--- src/inc/rac_map.svh ---
`ifndef RAC_MAP_SVH
`define RAC_MAP_SVH
// ****************************************************************
// fixed region boundaries
// ****************************************************************
`define RAC_SYS_END      32'h0000_00c8
`define RAC_R0_START     32'h0000_00c8
`define RAC_R3_END       32'h0002_0000
`define RAC_R4_START     32'h1000_0000
`define RAC_R4_END       32'h1000_2000
// ****************************************************************
// reset values of the movable boundaries
// ****************************************************************
`define RAC_R0_END_RST   32'h0000_1000
`define RAC_R1_END_RST   32'h0000_2000
`define RAC_R2_END_RST   32'h0000_3000
// ****************************************************************
// protection configuration register window
// ****************************************************************
`define RAC_CFG_BASE     32'h4004_0000
`define RAC_CFG_TOP      32'h4004_0100
`define RAC_MON_ADDR     32'h4004_00a0
// ****************************************************************
// peripheral space (always permitted)
// ****************************************************************
`define RAC_PERI_BASE    32'h4000_0000
`define RAC_PERI_TOP     32'h6000_0000
`define RAC_CPU_BASE     32'he000_0000
// ****************************************************************
// cause bit positions
// ****************************************************************
`define RAC_CB_DMA       0
`define RAC_CB_CFG       1
`define RAC_CB_ADJ       2
`define RAC_CB_DOWN      3
`define RAC_CB_SYS       4
`define RAC_NCAUSE       5
`endif

--- src/inc/rac_pkg.sv ---
package rac_pkg;
   // region classification of an address
   typedef enum logic [3:0] {
      RAC_RG_SYS,
      RAC_RG_R0,
      RAC_RG_R1,
      RAC_RG_R2,
      RAC_RG_R3,
      RAC_RG_R4,
      RAC_RG_CFG,
      RAC_RG_MON,
      RAC_RG_PERI,
      RAC_RG_INVALID
   } rac_region_e;
   typedef logic [4:0] rac_cause_t;
endpackage : rac_pkg

--- src/rtl/rac_classify.sv ---
`timescale 1ns/1ns
`include "rac_map.svh"
module rac_classify
   import rac_pkg::*;
(
   // address and movable boundaries
   input  wire logic [31:0] addr,
   input  wire logic [31:0] r0_end,
   input  wire logic [31:0] r1_end,
   input  wire logic [31:0] r2_end,
   // region of the address
   output rac_region_e      region
);
   // ****************************************************************
   // region decode, start <= addr < end
   // ****************************************************************
   always_comb
   begin
      if (addr < `RAC_SYS_END)
         region = RAC_RG_SYS;
      else if (addr < r0_end)
         region = RAC_RG_R0;
      else if (addr < r1_end)
         region = RAC_RG_R1;
      else if (addr < r2_end)
         region = RAC_RG_R2;
      else if (addr < `RAC_R3_END)
         region = RAC_RG_R3;
      else if (addr >= `RAC_R4_START && addr < `RAC_R4_END)
         region = RAC_RG_R4;
      else if (addr == `RAC_MON_ADDR)
         region = RAC_RG_MON;
      else if (addr >= `RAC_CFG_BASE && addr < `RAC_CFG_TOP)
         region = RAC_RG_CFG;
      else if ((addr >= `RAC_PERI_BASE && addr < `RAC_PERI_TOP) || addr >= `RAC_CPU_BASE)
         region = RAC_RG_PERI;
      else
         region = RAC_RG_INVALID;
   end
endmodule : rac_classify

--- config.mk ---
export PLATFORM = sky130hd
export DESIGN_NAME = rac_classify
export DESIGN_NICKNAME = d
export VERILOG_FILES = /design/src/inc/rac_pkg.sv /design/src/rtl/rac_classify.sv
export VERILOG_INCLUDE_DIRS = /design/src /design/src/inc
export SDC_FILE = /design/constraint.sdc
export NUM_CORES = 1
export LEC_CHECK = 0
export BUFFER_PORTS_ARGS = -buffer_cell sky130_fd_sc_hd__buf_2
export CAP_MARGIN = 20
export CORE_ASPECT_RATIO = 2
export CORE_MARGIN = 1
export CORE_UTILIZATION = 50
export DETAILED_ROUTE_END_ITERATION = 8
export MAX_ROUTING_LAYER = met4
export PLACE_DENSITY = 0.86
export SYNTH_ARGS = -nofsm -noshare
export SYNTH_HDL_FRONTEND = slang
export SYNTH_SLANG_ARGS = --single-unit
--- constraint.sdc ---
create_clock -name vclk -period 4.5
set_clock_uncertainty 0.1 [all_clocks]
set_input_delay 0.45 -clock vclk [all_inputs]
set_output_delay 0.45 -clock vclk [all_outputs]
set_load 0.1 [all_outputs]
==> run metrics, run 1 <==
Syn. warnings=0; Cell Rows=36; Pwr Density=90.7 mW/mm²; fin cells=542; post-layout min period=3550 ps; GRT Total Usage=29.0%; Max Freq=0.282 GHz; CP Capture Type=primary output; port buffer count=132; initial antenna violation count=0; arrival time worst endpoint=3000 ps; max-cap violations=0; via count=3,033; vias in the first global route=3,050; # resized after CTS=0; fraction of layout cells with a size suffix above 1=28.7%; DRT Pass-1 Iters=4; number of unique standard cell types used by synthesis=39; Final WS setup=950 ps; 1st-iter DRT viols=46; setup bufs post-CTS=0; number of buffers inserted by hold repair at cts=0; WL final=7.54 mm; synthesized area=0.00254 mm²; die area=0.00538 mm²; antenna cells=0; drt via density=5.60; largest net degree at the start of global routing=7; starting density of the core=52.1%; Slew @ Worst Pin=668 ps; post-route ant nets=0; crit share post-route=78.9%; post-synthesis sequential area ratio=0%; seq_cells=0; Rel. slew slack=54.3%; Setup WS pre-CTS=972 ps; WS Path Type=in -> out; first-pass GRT wire length=11.8 mm; syn avg cell area=7.18 µm²; Max Slew Vio Count=0; status=complete, no violations; Leakage=2.05 nW; nets=708; num ports=132; startpoint types=primary input; count of final setup violators=0; Sum Neg Setup Slack=0 ps; Inst Count DP=542; clkbuf count=0; net count after synthesis=574; HPWL Detailed=6.92 mm; area delta synth->final=29.3%; Die Y=103 µm; worst hold path type=in -> out; Routed WL per cell=13.9 µm; total power=0.297 mW; CORE AREA=0.00486 mm²; maximum VDD drop=84.1 µV; maximum fanout along the worst path=4; fin util=67.4%; Placer Congestion=0.949; Post-Synthesis Cells=353; WP data required=3950 ps; gr ovfl total=0; FF+latch area=0 µm²; final hold violations=0; RSZ-0062 raised after global routing=no; post-route DRC violation count=0; Chip Width=52.4 µm
-- layout make-up --
cell class | count | area (µm²)
fillers | 465 | 1590
repair buffers | 132 | 661
well taps | 57 | 71.3
inverters | 95 | 357
multi-input cells | 258 | 2190
-- layout by cell type, fill, tap and decap left out, types with 2 or more instances in the layout --
cell type and count:
a2111oi_0 2, a211o_1 2, a211oi_1 9, a21o_1 4, a21oi_1 20, a221oi_1 3
a31oi_1 4, and3_1 3, and4_1 7, buf_2 132, ha_1 93, inv_1 95
nand2_1 16, nand2b_1 3, nand3_1 4, nand3b_1 3, nand4_1 11, nor2_1 14
nor2b_1 2, nor3_1 4, nor4_1 4, nor4b_1 2, o211ai_1 4, o21a_1 3
o21ai_0 20, o21bai_1 2, o311a_1 2, or2_2 2, or3_1 2, or4_1 2
-- per-stage QoR --
stage / hold slack, ps / cell area [µm²]
5_1_grt: 1560 / 3280
3_3_place_gp: 1480 / 3280
6_report: 1500 / 3280
4_1_cts: 1480 / 3280
2_1_floorplan: 1290 / 2550
3_5_place_dp: 1480 / 3280
-- logic make-up after synthesis --
group | Yosys count | synth area share (%)
fa+ha+maj | 93 | 45.9
xor+xnor | 1 | 0.345
simple gates | 81 | 17.8
buf+inv | 95 | 14.1
compound gates | 83 | 22.0
-- layer usage --
metal  up-vias  share of wire, %  global-route usage, %
met5         -                 0                      -
met4         0               5.2                   14.8
met3        32               4.0                   1.33
met2       124                57                   59.3
met1      1354                34                   24.3
li1       1523                 -                      -
-- synthesized netlist by cell type, drive strengths merged (3+ instances only) --
| cell | number | area share, % |
|---|---|---|
| a21o | 5 | 1.5 |
| nor3 | 5 | 0.99 |
| and4 | 7 | 2.4 |
| a2111oi | 3 | 1.8 |
| nand2b | 3 | 0.74 |
| nand3b | 3 | 0.89 |
| a211oi | 9 | 2.7 |
| o211ai | 4 | 1.2 |
| o21ai | 20 | 3.9 |
| nor4 | 4 | 0.99 |
| a21oi | 21 | 4.3 |
| a31oi | 4 | 0.99 |
| inv | 95 | 14 |
| nand3 | 4 | 0.79 |
| nor2 | 14 | 2.1 |
| nand2 | 16 | 2.4 |
| a221oi | 3 | 1.0 |
| nand4 | 11 | 2.7 |
| ha | 93 | 46 |
| and3 | 3 | 0.74 |
| o21a | 3 | 0.89 |
-- worst max-delay path, stage by stage --
cell	delay, ps
buf_2	130
ha_1	310
and4_1	240
nand2_1	90
or4_1	510
a311o_1	330
o211ai_1	130
nand2b_1	160
nor3b_2	200
buf_2	450
-- power by group --
part	internal (mW)	total, mW	switching (mW)	leakage (nW)
logic	0.132	0.297	0.165	2.05
registers	0	0	0	0
clock network	0	0	0	0
-- path summary, 6_finish.rpt --
kind	from	endpoint	slack [ps]	cells past startpoint
worst max-delay path	addr[14]	region[2]	950	10
worst min-delay path	addr[18]	region[1]	1500	5
Power figures use the tool's default switching activity.
==> inputs of run 2 (changes only) <==
- CORE_UTILIZATION: 50 -> 44
- PLACE_DENSITY: 0.86 -> 0.8
- clock period: 4.5 -> 3.1 ns (I/O delays scaled with it)
==> run 2 against run 1 <==
  * Power grew 50%
  * Sequential cell count unchanged
  * Combinational power increased by 51%
  * Routed wire length is 4.6% lower
  * Cell area rose by 2.6%
  * Die area rose by 13%
  * Via count shrank 1.5%
  * Sequential share of layout area did not move
  * First-iteration DRC count grew 8.7%
  * Worst hold slack worse by 380 ps
  * Utilization decreased by 5.9 points
  * Critical path depth unchanged
  * Highest routed layer unchanged
==> run metrics, run 2 (synthesis gave the netlist of run 1 again) <==
arrival time worst endpoint=2610 ps (-390 ps); clkbuf count=0 (unchanged); total power=0.447 mW (+50%); Pwr Density=133 mW/mm² (+46%); Leakage=2.07 nW (+1.0%); Placer Congestion=0.902 (-5.0%); Hold Path Cell Cnt=5 (unchanged); fin area=0.00336 mm² (+2.6%); initial antenna violation count=0 (unchanged); gr ovfl total=0 (unchanged); drt via density=5.47 (-2.3%); # fillers=521 (+12%); antenna cells=0 (unchanged); seq_cells=0 (unchanged); count of final setup violators=0 (unchanged); Die Y=109 µm (+6.5%); DRT Pass-1 Iters=4 (unchanged); end of the critical path=region[2]; WS Path Type=in -> out; switching part of the total=53.8% (-1.8 points); number of buffers inserted by hold repair at cts=0 (unchanged); num ports=132 (unchanged); internal power=0.206 mW (+56%); WHS=1120 ps (-375 ps); fraction of layout cells with a size suffix above 1=29.2% (+0.56 points); FF+latch area=0 µm² (unchanged); GRT Total Usage=23.8% (-5.2 points); most frequent cells in the layout=buf_2, inv_1, ha_1, o21ai_0, a21oi_1; HPWL Detailed=6.87 mm (-0.63%); vias in the first global route=2,935 (-3.8%); port buffer count=132 (unchanged); maximum fanout along the worst path=4 (unchanged); Max Freq=0.331 GHz; placed cell area=0.00336 mm² (+2.6%); CORE AREA=0.00547 mm² (+12%); area delta synth->final=32.6%; first-pass GRT wire length=11.7 mm (-1.3%); post-route DRC violation count=0 (unchanged); Logic pwr share=100.0% (about the same); crit share post-route=97.4%; WL final=7.20 mm (-4.6%); post-route ant nets=0 (unchanged); Slew @ Worst Pin=531 ps (-137 ps); # resized after CTS=0 (unchanged); crit path from=addr[11]; clock share of power=0% (unchanged); fin util=61.5% (-5.9 points); max-cap violations=0 (unchanged); maximum VDD drop=129 µV (+53%); most common cell after layout, fill and taps aside=buf_2; worst hold path type=in -> out; final hold violations=0 (unchanged); WP data required=2690 ps (-1260 ps); status=complete, no violations; startpoint types=primary input; Chip Width=55.7 µm (+6.4%); starting density of the core=46.4% (-5.8 points); Max Slew Vio Count=0 (unchanged); via count=2,986 (-1.5%); CP Capture Type=primary output; setup bufs post-CTS=0 (unchanged); Cell Rows=38 (+5.6%); Routed WL per cell=13.2 µm (-5.3%); 1st-iter DRT viols=50 (+8.7%); Flop pwr share=0% (unchanged); largest net degree at the start of global routing=7 (unchanged); Rel. slew slack=63.7% (+9.4 points); die area=0.00609 mm² (+13%); post-layout min period=3020 ps; switching pwr=0.240 mW (+45%); RSZ-0062 raised after global routing=no; nets=709 (+0.14%)
run 2: cell count changes in the layout (fill, tap and decap cells not counted), sizes merged:
cell  change
buf       +1
run 2: area by class of cell:
cell class | instances | area [µm²] | share of cell area [%]
well taps | 60 | 75.1 | 2.23
multi-input cells | 258 | 2200 | 65.5
inverters | 95 | 357 | 10.6
repair buffers | 133 | 728 | 21.7
run 2: worst min path at each step:
stage                         from        end  slack (ps)
after CTS                 addr[18]  region[1]        1120
after global routing      addr[18]  region[1]        1150
after global placement    addr[18]  region[1]        1120
after detailed placement  addr[18]  region[1]        1110
final                     addr[18]  region[1]        1120
after floorplan           addr[18]  region[1]         950
run 2: worst max-delay path, cell delays in order:
cell and delay, ps:
buf_2 140, ha_1 320, and4_1 240, nand2_1 60
or4_1 400, a311o_1 280, o211ai_1 140, nand2b_1 190
nor3b_2 310, buf_12 220
run 2: power by group through the flow:
| stage | Clock (mW) | Sequential (mW) | Combinational, mW |
|---|---|---|---|
| 6_report | 0 | 0 | 0.447 |
| 5_1_grt | 0 | 0 | 0.504 |
| 4_1_cts | 0 | 0 | 0.452 |
| 3_5_place_dp | 0 | 0 | 0.450 |
| 3_3_place_gp | 0 | 0 | 0.432 |
| 2_1_floorplan | 0 | 0 | 0.257 |
run 2: routing by layer:
metal | track usage (%) | share of wire [%] | vias up
li1 | - | - | 1526
met1 | 20.7 | 34 | 1337
met2 | 52.4 | 60 | 101
met5 | - | 0 | -
met3 | 1.18 | 4.0 | 22
met4 | 6.61 | 2.8 | 0
run 2: stage by stage:
stage	std cells	TNS (ps)	setup slack (ps)
after floorplan	353	-388	-388
after global placement	546	0	154
after detailed placement	546	0	63.7
after CTS	546	0	62.3
after global routing	546	0	3.38
final	546	0	79.9
